File: config.mk
export PLATFORM = sky130hd
export DESIGN_NAME = cemlc_engine_flat
export DESIGN_NICKNAME = d
export VERILOG_FILES = /design/src/cemlc_pkg.sv /design/src/cemlc_link_if.sv /design/src/cemlc_engine.sv /design/src/cemlc_buf2.sv /design/src/flat_wrapper.sv
export SDC_FILE = /design/constraint.sdc
export NUM_CORES = 1
export LEC_CHECK = 0
export CORE_UTILIZATION = 40
export CTS_BUF_LIST = sky130_fd_sc_hd__clkbuf_8
export DETAILED_ROUTE_END_ITERATION = 7
export DONT_BUFFER_PORTS = 1
export HOLD_SLACK_MARGIN = 0.02
export PLACE_DENSITY = 0.51
export REMOVE_ABC_BUFFERS = 1
export SYNTH_ARGS = -nofsm -noshare
export SYNTH_HDL_FRONTEND = slang
export SYNTH_SLANG_ARGS = --single-unit
export TNS_END_PERCENT = 50
File: constraint.sdc
create_clock -name clk_sys -period 6.7 [get_ports clk_sys]
set_input_delay 1.005 -clock clk_sys [delete_from_list [all_inputs] [get_ports clk_sys]]
set_output_delay 1.005 -clock clk_sys [all_outputs]
set_load 0.02 [all_outputs]
File: src/cemlc_pkg.sv
// Purpose: Shared constants and types for the engine mode and lock control shell
// Assumes: One 40 MHz clock, synchronous active-high reset
// Notes:   Register offsets, word kinds, status fields and self-test vectors

package cemlc_pkg;

  // ----------------------------------------------------------------------
  // Clock and widths
  // ----------------------------------------------------------------------
  localparam int unsigned CLK_HZ = 40_000_000;
  localparam int unsigned DW     = 32;
  localparam int unsigned AW     = 8;
  localparam int unsigned LENW   = 16;
  localparam int unsigned OPSW   = 33;

  // ----------------------------------------------------------------------
  // Register offsets (byte addresses)
  // ----------------------------------------------------------------------
  localparam logic [AW-1:0] REG_CTRL    = 8'h00;
  localparam logic [AW-1:0] REG_STATUS  = 8'h04;
  localparam logic [AW-1:0] REG_KEY_APP = 8'h08;
  localparam logic [AW-1:0] REG_KEY_NAP = 8'h0C;

  // Control and status field positions
  localparam int unsigned CTRL_EN_BIT  = 0;
  localparam int unsigned ST_TBUSY_BIT = 0;
  localparam int unsigned ST_PASS_BIT  = 1;
  localparam int unsigned ST_LOCK_BIT  = 2;
  localparam int unsigned ST_NAP_BIT   = 3;
  localparam int unsigned ST_BUSY_BIT  = 4;
  localparam int unsigned ST_ERR_BIT   = 5;

  // Parameter word: bit 31 asks for a non-approved service, low bits the length
  localparam int unsigned PRM_NAP_BIT = 31;
  localparam logic [LENW-1:0] LEN_ONE  = 16'h0001;
  localparam logic [LENW-1:0] LEN_ZERO = 16'h0000;

  // Inbound word kinds
  typedef enum logic [1:0] {
    KIND_PAYLOAD = 2'h0,
    KIND_PARAM   = 2'h1,
    KIND_KEY_APP = 2'h2,
    KIND_KEY_NAP = 2'h3
  } cemlc_kind_type;

  // Engine states, Gray coded along init, test, idle, run
  typedef enum logic [2:0] {
    ST_INIT = 3'h0,
    ST_TEST = 3'h1,
    ST_IDLE = 3'h3,
    ST_RUN  = 3'h2,
    ST_LOCK = 3'h6
  } cemlc_state_type;

  // ----------------------------------------------------------------------
  // Datapath transform and known-answer vectors
  // ----------------------------------------------------------------------
  localparam logic [DW-1:0] MIX_C    = 32'h5A5A_5A5A;
  localparam logic [DW-1:0] ZERO_W   = 32'h0000_0000;
  localparam logic          KAT_LAST = 1'b1;
  localparam logic [DW-1:0] KAT_IN0  = 32'h0000_0001;
  localparam logic [DW-1:0] KAT_KEY0 = 32'h0000_0000;
  localparam logic [DW-1:0] KAT_EXP0 = 32'h5A5A_5B5A;
  localparam logic [DW-1:0] KAT_IN1  = 32'h1000_0000;
  localparam logic [DW-1:0] KAT_KEY1 = 32'h0000_00FF;
  localparam logic [DW-1:0] KAT_EXP1 = 32'h5A5A_5AB5;

  // Keyed word transform shared by the run path and the self-test
  function automatic logic [DW-1:0] cemlc_mix(input logic [DW-1:0] d,
                                              input logic [DW-1:0] k);
    cemlc_mix = {d[23:0], d[31:24]} ^ k ^ MIX_C;
  endfunction

endpackage

File: src/cemlc_link_if.sv
// Purpose: Link between the engine and its DMA and software side
// Assumes: Both ends run on clk_sys
// Notes:   Register port plus inbound and outbound word streams

`timescale 1ns/10ps
`default_nettype none

interface cemlc_link_if;
  import cemlc_pkg::*;

  // ----------------------------------------------------------------------
  // Register port and data streams
  // ----------------------------------------------------------------------
  logic                 reg_wr;
  logic                 reg_rd;
  logic [AW-1:0]        reg_addr;
  logic [DW-1:0]        reg_wdata;
  logic [DW-1:0]        reg_rdata;
  logic                 reg_rvalid;
  logic                 in_valid;
  logic                 in_ready;
  cemlc_kind_type       in_kind;
  logic [DW-1:0]        in_data;
  logic                 out_valid;
  logic                 out_ready;
  logic [DW-1:0]        out_data;

  modport eng (
    input  reg_wr, reg_rd, reg_addr, reg_wdata, in_valid, in_kind, in_data, out_ready,
    output reg_rdata, reg_rvalid, in_ready, out_valid, out_data
  );

  modport dma (
    output reg_wr, reg_rd, reg_addr, reg_wdata, in_valid, in_kind, in_data, out_ready,
    input  reg_rdata, reg_rvalid, in_ready, out_valid, out_data
  );

endinterface

`default_nettype wire

File: src/cemlc_engine.sv
// Purpose: Engine end: self-test, lock, mode switching, key stores, data path
// Assumes: kat_fault_inject is an asynchronous pin; all else on clk_sys
// Notes:   The transform stands in for the real algorithms
//
// Notes on behaviour
// [RULE1] Approved mode only after all self-tests pass
// [RULE2] Non-approved request switches mode by itself
// [RULE3] Back to approved mode right after service
// [RULE4] Separate key stores for each mode
// [RULE5] No service before init and self-tests finish
// [RULE6] Failed known-answer test locks the engine
// [RULE7] Only reset clears lock and reruns tests
// [RULE8] Key registers are write-only, read zero
// [RULE9] Reset clears all keys and secrets
// [RULE10] Data through FIFOs, control and status registers
// [RULE11] Keys load by register or FIFO word
// [RULE12] Requester sends parameters and data by DMA
// [RULE13] Non-approved use needs fresh key first
// [RULE14] No output without the transform applied
// [RULE15] Errors never expose secret material
// [RULE16] Requester keeps IVs unique, ops per key bounded
// [RULE17] Status shows testing, passed and locked

`timescale 1ns/10ps
`default_nettype none

module cemlc_engine
  import cemlc_pkg::*;
(
  input  wire logic   clk_sys,
  input  wire logic   rst,
  input  wire logic   ce,
  input  wire logic   kat_fault_inject,
  cemlc_link_if.eng   lnk,
  output logic        approved_mode,
  output logic        locked
);

  // ----------------------------------------------------------------------
  // State
  // ----------------------------------------------------------------------
  cemlc_state_type st_q, st_d;
  logic            kat_idx_q, kat_idx_d;
  logic [LENW-1:0] rem_q, rem_d;
  logic            nap_q, nap_d;
  logic            pass_q, pass_d;
  logic            err_q, err_d;
  logic            en_q, en_d;
  logic [DW-1:0]   key_app_q, key_app_d;
  logic [DW-1:0]   key_nap_q, key_nap_d;
  logic [DW-1:0]   rdata_q, rdata_d;
  logic            rvalid_q, rvalid_d;
  logic            flt_s1_q, flt_s2_q;
  logic            in_fire, err_set, err_clr, kat_bad;
  logic            buf_ready, push_valid;
  logic [DW-1:0]   push_data, key_sel, kat_res, kat_exp;
  logic [DW-1:0]   status_w;

  // Fault pin is asynchronous, so two flops before anything reads it
  always_ff @(posedge clk_sys) begin
    if (rst) begin
      flt_s1_q <= 1'b0;
      flt_s2_q <= 1'b0;
    end else if (ce) begin
      flt_s1_q <= kat_fault_inject;
      flt_s2_q <= flt_s1_q;
    end
  end

  // ----------------------------------------------------------------------
  // Self-test datapath
  // ----------------------------------------------------------------------
  // Same transform as the run path, so the test covers the real logic
  always_comb begin
    if (kat_idx_q) begin
      kat_res = cemlc_mix(KAT_IN1, KAT_KEY1);
      kat_exp = KAT_EXP1;
    end else begin
      kat_res = cemlc_mix(KAT_IN0, KAT_KEY0);
      kat_exp = KAT_EXP0;
    end
    kat_bad = (kat_res != kat_exp) | flt_s2_q;
  end

  // ----------------------------------------------------------------------
  // Inbound handshake and outbound data path
  // ----------------------------------------------------------------------
  // Nothing is taken during init or test; see [RULE5]
  always_comb begin
    case (st_q)
      ST_IDLE, ST_LOCK: lnk.in_ready = 1'b1;
      ST_RUN:  lnk.in_ready = (lnk.in_kind == KIND_PAYLOAD) ? buf_ready : 1'b1;
      default: lnk.in_ready = 1'b0;
    endcase
  end

  assign in_fire    = lnk.in_valid & lnk.in_ready & ce;
  assign key_sel    = nap_q ? key_nap_q : key_app_q;            // see [RULE4]
  assign push_valid = (st_q == ST_RUN) & lnk.in_valid
                    & (lnk.in_kind == KIND_PAYLOAD);
  assign push_data  = cemlc_mix(lnk.in_data, key_sel);          // see [RULE14]

  // Results leave only through the buffer; see [RULE10]
  cemlc_buf2 #(
    .WIDTH (DW)
  ) u_obuf (
    .clk_sys   (clk_sys),
    .rst       (rst),
    .ce        (ce),
    .in_valid  (push_valid),
    .in_ready  (buf_ready),
    .in_data   (push_data),
    .out_valid (lnk.out_valid),
    .out_ready (lnk.out_ready),
    .out_data  (lnk.out_data)
  );

  // ----------------------------------------------------------------------
  // Control state machine, key stores and error flag
  // ----------------------------------------------------------------------
  always_comb begin
    st_d      = st_q;
    kat_idx_d = kat_idx_q;
    rem_d     = rem_q;
    nap_d     = nap_q;
    pass_d    = pass_q;
    en_d      = en_q;
    key_app_d = key_app_q;
    key_nap_d = key_nap_q;
    err_set   = 1'b0;
    err_clr   = 1'b0;
    case (st_q)
      ST_INIT: begin
        key_app_d = ZERO_W;                                     // see [RULE9]
        key_nap_d = ZERO_W;                                     // see [RULE9]
        pass_d    = 1'b0;
        nap_d     = 1'b0;
        kat_idx_d = 1'b0;
        st_d      = ST_TEST;                                    // see [RULE7]
      end
      ST_TEST: begin
        if (kat_bad) begin
          st_d = ST_LOCK;                                       // see [RULE6]
        end else if (kat_idx_q == KAT_LAST) begin
          st_d   = ST_IDLE;                                     // see [RULE1]
          pass_d = 1'b1;
        end else begin
          kat_idx_d = ~kat_idx_q;
        end
      end
      ST_IDLE: begin
        if (in_fire) begin
          case (lnk.in_kind)
            KIND_PARAM: begin
              if (en_q && (lnk.in_data[LENW-1:0] != LEN_ZERO)) begin
                st_d  = ST_RUN;
                rem_d = lnk.in_data[LENW-1:0];
                nap_d = lnk.in_data[PRM_NAP_BIT];               // see [RULE2]
              end else begin
                err_set = 1'b1;
              end
            end
            KIND_KEY_APP: key_app_d = lnk.in_data;              // see [RULE11]
            KIND_KEY_NAP: key_nap_d = lnk.in_data;              // see [RULE11]
            default:      err_set   = 1'b1;                     // see [RULE14]
          endcase
        end
      end
      ST_RUN: begin
        if (in_fire) begin
          if (lnk.in_kind == KIND_PAYLOAD) begin
            rem_d = rem_q - LEN_ONE;
            if (rem_q == LEN_ONE) begin
              st_d  = ST_IDLE;
              nap_d = 1'b0;                                     // see [RULE3]
            end
          end else begin
            err_set = 1'b1;
          end
        end
      end
      ST_LOCK: begin
        // Words are drained and dropped so the DMA cannot hang
        if (in_fire) begin
          err_set = 1'b1;                                       // see [RULE6]
        end
      end
      default: st_d = ST_INIT;
    endcase
    // Register writes; keys only change while idle
    if (lnk.reg_wr) begin
      if (lnk.reg_addr == REG_CTRL) begin
        en_d = lnk.reg_wdata[CTRL_EN_BIT];
      end else if (lnk.reg_addr == REG_STATUS) begin
        err_clr = lnk.reg_wdata[ST_ERR_BIT];
      end else if (lnk.reg_addr == REG_KEY_APP) begin
        if (st_q == ST_IDLE) key_app_d = lnk.reg_wdata;         // see [RULE11]
        else err_set = 1'b1;
      end else if (lnk.reg_addr == REG_KEY_NAP) begin
        if (st_q == ST_IDLE) key_nap_d = lnk.reg_wdata;         // see [RULE11]
        else err_set = 1'b1;
      end
    end
    // A new error in the clearing cycle is kept
    err_d = err_set | (err_q & ~err_clr);
  end

  // Sync reset wipes keys at once; see [RULE9]
  always_ff @(posedge clk_sys) begin
    if (rst) begin
      st_q      <= ST_INIT;                                     // see [RULE7]
      kat_idx_q <= 1'b0;
      rem_q     <= LEN_ZERO;
      nap_q     <= 1'b0;
      pass_q    <= 1'b0;
      err_q     <= 1'b0;
      en_q      <= 1'b0;
      key_app_q <= ZERO_W;
      key_nap_q <= ZERO_W;
    end else if (ce) begin
      st_q      <= st_d;
      kat_idx_q <= kat_idx_d;
      rem_q     <= rem_d;
      nap_q     <= nap_d;
      pass_q    <= pass_d;
      err_q     <= err_d;
      en_q      <= en_d;
      key_app_q <= key_app_d;
      key_nap_q <= key_nap_d;
    end
  end

  // ----------------------------------------------------------------------
  // Register read port
  // ----------------------------------------------------------------------
  // Status holds only state flags, never key bits; see [RULE15]
  always_comb begin
    status_w               = ZERO_W;
    status_w[ST_TBUSY_BIT] = (st_q == ST_INIT) | (st_q == ST_TEST);  // see [RULE17]
    status_w[ST_PASS_BIT]  = pass_q;                            // see [RULE17]
    status_w[ST_LOCK_BIT]  = (st_q == ST_LOCK);                 // see [RULE17]
    status_w[ST_NAP_BIT]   = nap_q;
    status_w[ST_BUSY_BIT]  = (st_q == ST_RUN);
    status_w[ST_ERR_BIT]   = err_q;
  end

  always_comb begin
    rvalid_d = lnk.reg_rd;
    rdata_d  = ZERO_W;                                          // see [RULE8]
    if (lnk.reg_rd) begin
      if (lnk.reg_addr == REG_CTRL) begin
        rdata_d[CTRL_EN_BIT] = en_q;
      end else if (lnk.reg_addr == REG_STATUS) begin
        rdata_d = status_w;
      end
    end
  end

  always_ff @(posedge clk_sys) begin
    if (rst) begin
      rdata_q  <= ZERO_W;
      rvalid_q <= 1'b0;
    end else if (ce) begin
      rdata_q  <= rdata_d;
      rvalid_q <= rvalid_d;
    end
  end

  assign lnk.reg_rdata  = rdata_q;
  assign lnk.reg_rvalid = rvalid_q;
  assign approved_mode  = pass_q & ~nap_q & ((st_q == ST_IDLE) | (st_q == ST_RUN));
  assign locked         = (st_q == ST_LOCK);

endmodule

`default_nettype wire

File: src/cemlc_buf2.sv
// Purpose: Two-entry buffer with valid and ready on both sides
// Assumes: Same clock on both sides
// Notes:   Output data comes straight from the storage flops

`timescale 1ns/10ps
`default_nettype none

module cemlc_buf2
  import cemlc_pkg::*;
#(
  parameter int unsigned WIDTH = DW
) (
  input  wire logic             clk_sys,
  input  wire logic             rst,
  input  wire logic             ce,
  input  wire logic             in_valid,
  output logic                  in_ready,
  input  wire logic [WIDTH-1:0] in_data,
  output logic                  out_valid,
  input  wire logic             out_ready,
  output logic      [WIDTH-1:0] out_data
);

  logic [WIDTH-1:0] mem_q [2];
  logic [WIDTH-1:0] mem_d [2];
  logic             wp_q, wp_d, rp_q, rp_d;
  logic [1:0]       cnt_q, cnt_d;
  logic             push, pop;

  // Honest full and empty; a stalled reader backs up to the writer
  assign in_ready  = (cnt_q != 2'h2);
  assign out_valid = (cnt_q != 2'h0);
  assign out_data  = mem_q[rp_q];
  assign push      = in_valid & in_ready & ce;
  assign pop       = out_valid & out_ready & ce;

  // ----------------------------------------------------------------------
  // Next state
  // ----------------------------------------------------------------------
  always_comb begin
    mem_d = mem_q;
    wp_d  = wp_q;
    rp_d  = rp_q;
    cnt_d = cnt_q;
    if (push) begin
      mem_d[wp_q] = in_data;
      wp_d        = ~wp_q;
    end
    if (pop) begin
      rp_d = ~rp_q;
    end
    cnt_d = cnt_q + {1'b0, push} - {1'b0, pop};
  end

  // Storage is cleared at reset so no stale result survives
  always_ff @(posedge clk_sys) begin
    if (rst) begin
      mem_q[0] <= '0;
      mem_q[1] <= '0;
      wp_q     <= 1'b0;
      rp_q     <= 1'b0;
      cnt_q    <= 2'h0;
    end else if (ce) begin
      mem_q <= mem_d;
      wp_q  <= wp_d;
      rp_q  <= rp_d;
      cnt_q <= cnt_d;
    end
  end

endmodule

`default_nettype wire

File: src/flat_wrapper.sv
// flat-port wrapper written by rule: the top's interface ports become plain ports
module cemlc_engine_flat import cemlc_pkg::*;
  (clk_sys, rst, ce, kat_fault_inject, approved_mode, locked, lnk_reg_wr, lnk_reg_rd, lnk_reg_addr, lnk_reg_wdata, lnk_in_valid, lnk_in_kind, lnk_in_data, lnk_out_ready, lnk_reg_rdata, lnk_reg_rvalid, lnk_in_ready, lnk_out_valid, lnk_out_data);
  cemlc_link_if lnk_i ();
  input  wire logic clk_sys;
  input  wire logic rst;
  input  wire logic ce;
  input  wire logic kat_fault_inject;
  output logic approved_mode;
  output logic locked;
  input wire logic [$bits(lnk_i.reg_wr)-1:0] lnk_reg_wr;
  input wire logic [$bits(lnk_i.reg_rd)-1:0] lnk_reg_rd;
  input wire logic [$bits(lnk_i.reg_addr)-1:0] lnk_reg_addr;
  input wire logic [$bits(lnk_i.reg_wdata)-1:0] lnk_reg_wdata;
  input wire logic [$bits(lnk_i.in_valid)-1:0] lnk_in_valid;
  input wire logic [$bits(lnk_i.in_kind)-1:0] lnk_in_kind;
  input wire logic [$bits(lnk_i.in_data)-1:0] lnk_in_data;
  input wire logic [$bits(lnk_i.out_ready)-1:0] lnk_out_ready;
  output wire logic [$bits(lnk_i.reg_rdata)-1:0] lnk_reg_rdata;
  output wire logic [$bits(lnk_i.reg_rvalid)-1:0] lnk_reg_rvalid;
  output wire logic [$bits(lnk_i.in_ready)-1:0] lnk_in_ready;
  output wire logic [$bits(lnk_i.out_valid)-1:0] lnk_out_valid;
  output wire logic [$bits(lnk_i.out_data)-1:0] lnk_out_data;
  assign lnk_i.reg_wr = lnk_reg_wr;
  assign lnk_i.reg_rd = lnk_reg_rd;
  assign lnk_i.reg_addr = lnk_reg_addr;
  assign lnk_i.reg_wdata = lnk_reg_wdata;
  assign lnk_i.in_valid = lnk_in_valid;
  assign lnk_i.in_kind = lnk_in_kind;
  assign lnk_i.in_data = lnk_in_data;
  assign lnk_i.out_ready = lnk_out_ready;
  assign lnk_reg_rdata = lnk_i.reg_rdata;
  assign lnk_reg_rvalid = lnk_i.reg_rvalid;
  assign lnk_in_ready = lnk_i.in_ready;
  assign lnk_out_valid = lnk_i.out_valid;
  assign lnk_out_data = lnk_i.out_data;
  cemlc_engine u_core (.clk_sys(clk_sys), .rst(rst), .ce(ce), .kat_fault_inject(kat_fault_inject), .lnk(lnk_i), .approved_mode(approved_mode), .locked(locked));
endmodule
### Word-level counts from Yosys, hierarchy flattened

Cells that the tools add are included.

| cells by class | value |
|---|---|
| reduce and logical (&&, ||, !) cells | 20 |
| equality and inequality tests | 21 |
| muxes and demuxes | 74 |
| $add $sub $neg | 3 |
| bitwise operators | 24 |
| $lt $le $gt $ge | 3 |

Operator list:

| kind | count |
|---|---|
| $mux 32 | 21 |
| $pmux 32 s2 | 2 |
| $mux 16 | 5 |
| $bwmux 64 | 1 |
| $demux 32 s1 | 1 |
| $pmux 16 s2 | 1 |
| $xor 32x32->32 | 1 |
| $mux 1 | 26 |
| $mux 3 | 8 |
| $eq 16x1->1 const B | 1 |
| $eq 8x4->1 const B | 2 |
| $not 16->16 | 1 |
| $reduce_bool 16->1 | 1 |
| $sub 16x1->16 const B | 1 |
| $pmux 3 s5 | 1 |
| $and 1x1->1 | 11 |
| $ne 2x2->1 const B | 5 |
| $reduce_and 9->1 | 1 |
| $eq 8x3->1 const B | 1 |
| $logic_not 8->1 | 1 |
| $ne 2x1->1 const B | 4 |
| $pmux 1 s2 | 4 |
| $reduce_and 8->1 | 1 |
| $reduce_and 7->1 | 1 |
| other kinds (25) | 43 |

| word-level totals | value |
|---|---|
| output and inout bits | 69 |
| register bits after elaboration | 191 |
| input bits | 82 |

### Depth between registers and ports, before layout

| logic depth | value |
|---|---|
| depth after elaboration | 14 |
| mapped depth | 10 |
| mapped depth without buffers | 9 |

### Hierarchy

Synthesis repeated with hierarchy kept, for this count alone.

| second synthesis, totals | value |
|---|---|
| cells, all modules | 1046 |
| area total of the unflattened synthesis | 9349.0 um^2 |

Modules (own cells, without submodules):

| module | sequential area each (um^2) | area an instance (um^2) | cells each | instances |
|---|---|---|---|---|
| cemlc_engine | 1941.9 | 6070.8 | 740 | 1 |
| cemlc_buf2 | 1361.3 | 3278.1 | 306 | 1 |

### Least setup slack after synthesis

OpenSTA, ideal clock, no wires.

| path | value |
|---|---|
| path type | input -> register |
| from | input port lnk_in_kind[1] |
| to | register u_core.u_obuf.cnt_q[1] |
| path slack | 3.900 ns |
| stages | 10 |
| arrival time | 2.673 ns |
| cells stage by stage | nor3_2 -> or4b_1 -> clkbuf_1 -> ha_1 -> inv_1 -> ha_1 -> xnor2_1 -> nor2_1 -> xnor2_1 -> nor2_1 |

| on the way | value |
|---|---|
| cells in the longest elaborated chain, start to end | 6 |

RTL lines:

| what | line | text |
|---|---|---|
| start: declaration | flat_wrapper.sv:16 | `input wire logic [$bits(lnk_i.in_kind)-1:0] lnk_in_kind;` |
| $logic_not 2->1 | cemlc_engine.sv:100 | `& (lnk.in_kind == KIND_PAYLOAD);` |
| $and 1x1->1 | cemlc_engine.sv:100 |  |
| $and 1x1->1 (2 in series) | cemlc_buf2.sv:34 | `assign push = in_valid & in_ready & ce;` |
| $add 2x1->2 | cemlc_buf2.sv:52 | `cnt_d = cnt_q + {1'b0, push} - {1'b0, pop};` |
| $sub 2x1->2 | cemlc_buf2.sv:52 |  |
| end signal: assignment | cemlc_buf2.sv:67 | `cnt_q <= cnt_d;` |
| end: declaration | cemlc_buf2.sv:27 | `logic [1:0] cnt_q, cnt_d;` |

No other way between the ends.
A chain may end at the register's enable or synchronous reset.

### Final worst setup path

| path | value |
|---|---|
| from | input port lnk_reg_addr[7] |
| to | register u_core.key_app_q[11] |

| on the way | value |
|---|---|
| cells in the longest elaborated chain, start to end | 5 |
| elaborated cells on any way between the ends | 7 |

RTL lines:

| what | line | text |
|---|---|---|
| start: declaration | flat_wrapper.sv:13 | `input wire logic [$bits(lnk_i.reg_addr)-1:0] lnk_reg_addr;` |
| $eq 8x4->1 | cemlc_engine.sv:196 | `end else if (lnk.reg_addr == REG_KEY_APP) begin` |
| $mux 32 | cemlc_engine.sv:196 |  |
| $mux 32 | cemlc_engine.sv:194 | `end else if (lnk.reg_addr == REG_STATUS) begin` |
| $mux 32 * | cemlc_engine.sv:192 | `if (lnk.reg_addr == REG_CTRL) begin` |
| $mux 32 * | cemlc_engine.sv:191 | `if (lnk.reg_wr) begin` |
| end signal: assignment | cemlc_engine.sv:228 | `key_app_q <= key_app_d;` |
| end: declaration | cemlc_engine.sv:49 | `logic [DW-1:0] key_app_q, key_app_d;` |

Every way passes the cells marked *; elsewhere a longest branch is shown, timed or not.

==> impl_metrics.yaml <==
finish:
  num-nets-final: 969
  drive_gt1_share_pct: 9.39
  antenna_cells: 0
  areaGrowthSynthToFinish_pct: 5.40
worst_hold_path:
  min_to: "u_core.u_obuf.mem_q[34]"
  whs_path_depth: 2
  hold_path.class: "register to register"
  holdCritStartpoint: "u_core.u_obuf.mem_q[34]"
clocking:
  cts_tree: "done"
  cts_sinks: 165
  cts_buffers: 17
  clk_latency_ns: 0.45
  cts_resized: 0
  cts-htree-levels: 4
  cts_buffer_depth: 2
  post_cts_buffers: 0
  cts.clk_slew.worst_paths_ns: 0.08
  root_buffer: "clkbuf_8"
  postCtsHoldBufs: 0
critical_path:
  arrival_ns: 3.36
  start_kind: "primary input"
  worstSetupPathType: "primary input to register"
  crit_chain: "nor4_1, nand4_1, nor3_1, nand3_1, buf_4, nor2_1, a221o_1"
  r2r-start: "u_core.st_q[0]"
  required_ns: 7.08
  crit_buf_inv: 1
  critPathMaxStageDelay_ns: 0.64
  endpoint_kind: "register"
  ff2ff_path_depth: 5
  r2r_slack_ns: 3.84
  r2r_end: "u_core.key_nap_q[17]"
  cp_max_fo: 18
  critical-path-slowest-cell: "nand3_1"
  crit_family: "simple AND/OR/NAND/NOR gates"
place:
  place.gp.congestion: 0.843
  io_buffers: 0
  hpwlAfterDp_mm: 14.6
synthesis:
  syn_area_um2: 8000
  synth.most_common_cell: "dfxtp_1"
  ys_seq_area_share_pct: 41.3
  async_reset_ff_share_pct: 0
  synth_warnings: 0
  synth.distinct_cells: 50
  ys.flop_type: "dfxtp_1"
  netlist_instances: 928
  avgSynthCellArea_um2: 8.62
  synth_commonest_cells: "165 x dfxtp_1, 135 x nor2_1, 108 x nand2_1"
  yosysTopAreaCell: "dfxtp_1"
  yosysTopAreaCellShare_pct: 41.3
  synth_area_leaders: "dfxtp_1 41%, a221o_1 8.0%, nor2_1 6.3%, mux2i_1 5.1%, nand2_1 5.1%"
  synth_edf_count: 0
  ys_ff_latch: 165
floorplan:
  num_rows: 51
  io_pins: 151
  dieArea_um2: 20600
  core_area_um2: 19500
  initial_core_util_pct: 40.9
  die_h_um: 143
  dieWidth_um: 143
pwr:
  ir_drop_mv: 0.105
  power_density_nw_per_um2: 217
  leakage_nw: 2.88
grt:
  grt_overflow: 0
  grt.total_usage_pct: 21.6
  grt_pass1_vias: 6314
  antenna_found_initial: 0
  grt_max_degree: 137
  grt_pass1_wl_mm: 33.8
detailed_routing:
  drt_iter0_markers: 440
  drc: 0
  drt_first_pass_iters: 7
  routed_wl_mm: 22.0
  met3_length_mm: 1.59
  vias: 6519
  highest_layer: "met4"
  routedWlPerCell_um: 19.0
  vias_per_cell: 5.62
  wl_met2_mm: 10.6
  ant_nets: 0
  drt-met1-wl_mm: 9.56
timing:
  holdWs_ns: 0.454
  finalCritPeriodShare_pct: 44.5
  tightest_slew_ns: 1.26
  fmax_mhz: 336
  finalSetupViolCount: 0
  slew_headroom_pct: 15.9
  period_needed_ns: 2.98
  skew_ns: 0.0153
  drv_slew: 0
  finalSetupTns_ns: 0
  rsz0062_at_grt: "false"
  hold_viol: 0
run:
  cap_violations: 0
run_status:
  outcome: "finished clean"
[worst max-delay path by stage]
stage	end	cells past startpoint	from	slack, ns
6_report	u_core.key_app_q[11]	7	lnk_reg_addr[7]	3.72
5_1_grt	u_core.key_nap_q[17]	5	u_core.st_q[0]	3.52
4_1_cts	lnk_out_data[12]	1	u_core.u_obuf.rp_q	3.68
3_5_place_dp	u_core.key_app_q[17]	7	lnk_reg_addr[7]	3.23
3_3_place_gp	u_core.key_app_q[9]	7	lnk_reg_addr[7]	3.35
2_1_floorplan	u_core.u_obuf.mem_q[33]	4	lnk_in_kind[1]	3.04
[report_power, final]
| group | leakage, nW | switching, mW | total (mW) | internal, mW |
|---|---|---|---|---|
| Sequential | 1.33 | 0.00967 | 0.994 | 0.985 |
| Clock | 0.206 | 0.359 | 0.724 | 0.365 |
| Combinational | 1.34 | 0.0765 | 0.112 | 0.0354 |
| Total | 2.88 | 0.445 | 1.83 | 1.39 |
[state kept, by name (all words and copies together) (netlist names), 2 cells and up]
register,count
u_core.key_app_q,32
u_core.key_nap_q,32
u_core.lnk.reg_rdata,6
u_core.rem_q,16
u_core.st_q,3
u_core.u_obuf.cnt_q,2
u_core.u_obuf.mem_q,64
[through the flow]
stage                     instance area (µm²)  instances  worst slack, ns  util (%)  power (mW)
final                                    8430       1160             3.72      43.2        1.83
after global routing                     8430       1160             3.52      43.2        1.90
after CTS                                8430       1160             3.68      43.2        1.85
after detailed placement                 8030       1129             3.23      41.1        1.13
after global placement                   8030       1129             3.35      41.1        1.13
after floorplan                          7600        858             3.04         -        1.10
[worst min-delay path: stages (launching register included)]
cell and delay [ns]:
dfxtp_1 0.31, nand2_1 0.05, a21oi_1 0.05
[layout make-up]
| cell class | count | area, µm² |
|---|---|---|
| Clock buffer | 21 | 289 |
| Tap cell | 265 | 332 |
| Multi-Input combinational cell | 684 | 4320 |
| Inverter | 9 | 33.8 |
| Sequential cell | 165 | 3310 |
| Fill cell | 2007 | 11100 |
| Clock inverter | 10 | 106 |
| Timing Repair Buffer | 6 | 45.0 |
[routing by layer]
metal,vias to the layer above,GRT usage [%]
met5,-,0
met4,0,6.66
met3,22,6.53
met2,202,36.0
met1,3160,26.5
li1,3135,-
[cell usage in the layout (no fill, tap or decap), types with 21 or more instances in the layout]
master and count:
a211oi_1 35, mux2_2 32, dfxtp_1 163, mux2i_1 41, o21ai_0 22, a221o_1 64
conb_1 26, a21oi_1 61, nand2_1 108, nand2b_1 38, xnor2_1 35, nor2_1 133
clkbuf_8 21
[logic make-up (layout without fill, tap and decap cells)]
family	count (synthesis)	count (layout)	synth area share (%)
xor gates and xnor gates	35	35	3.83
other	1	26	0.0469
buffers and inverters	104	46	6.57
AOI/OAI and AO/OA	211	211	19.3
and+or+nand+nor	335	335	18.6
muxes	73	73	9.64
adders and majority gates	4	4	0.626
DFF	165	165	41.3
Power figures use the tool's default switching activity.
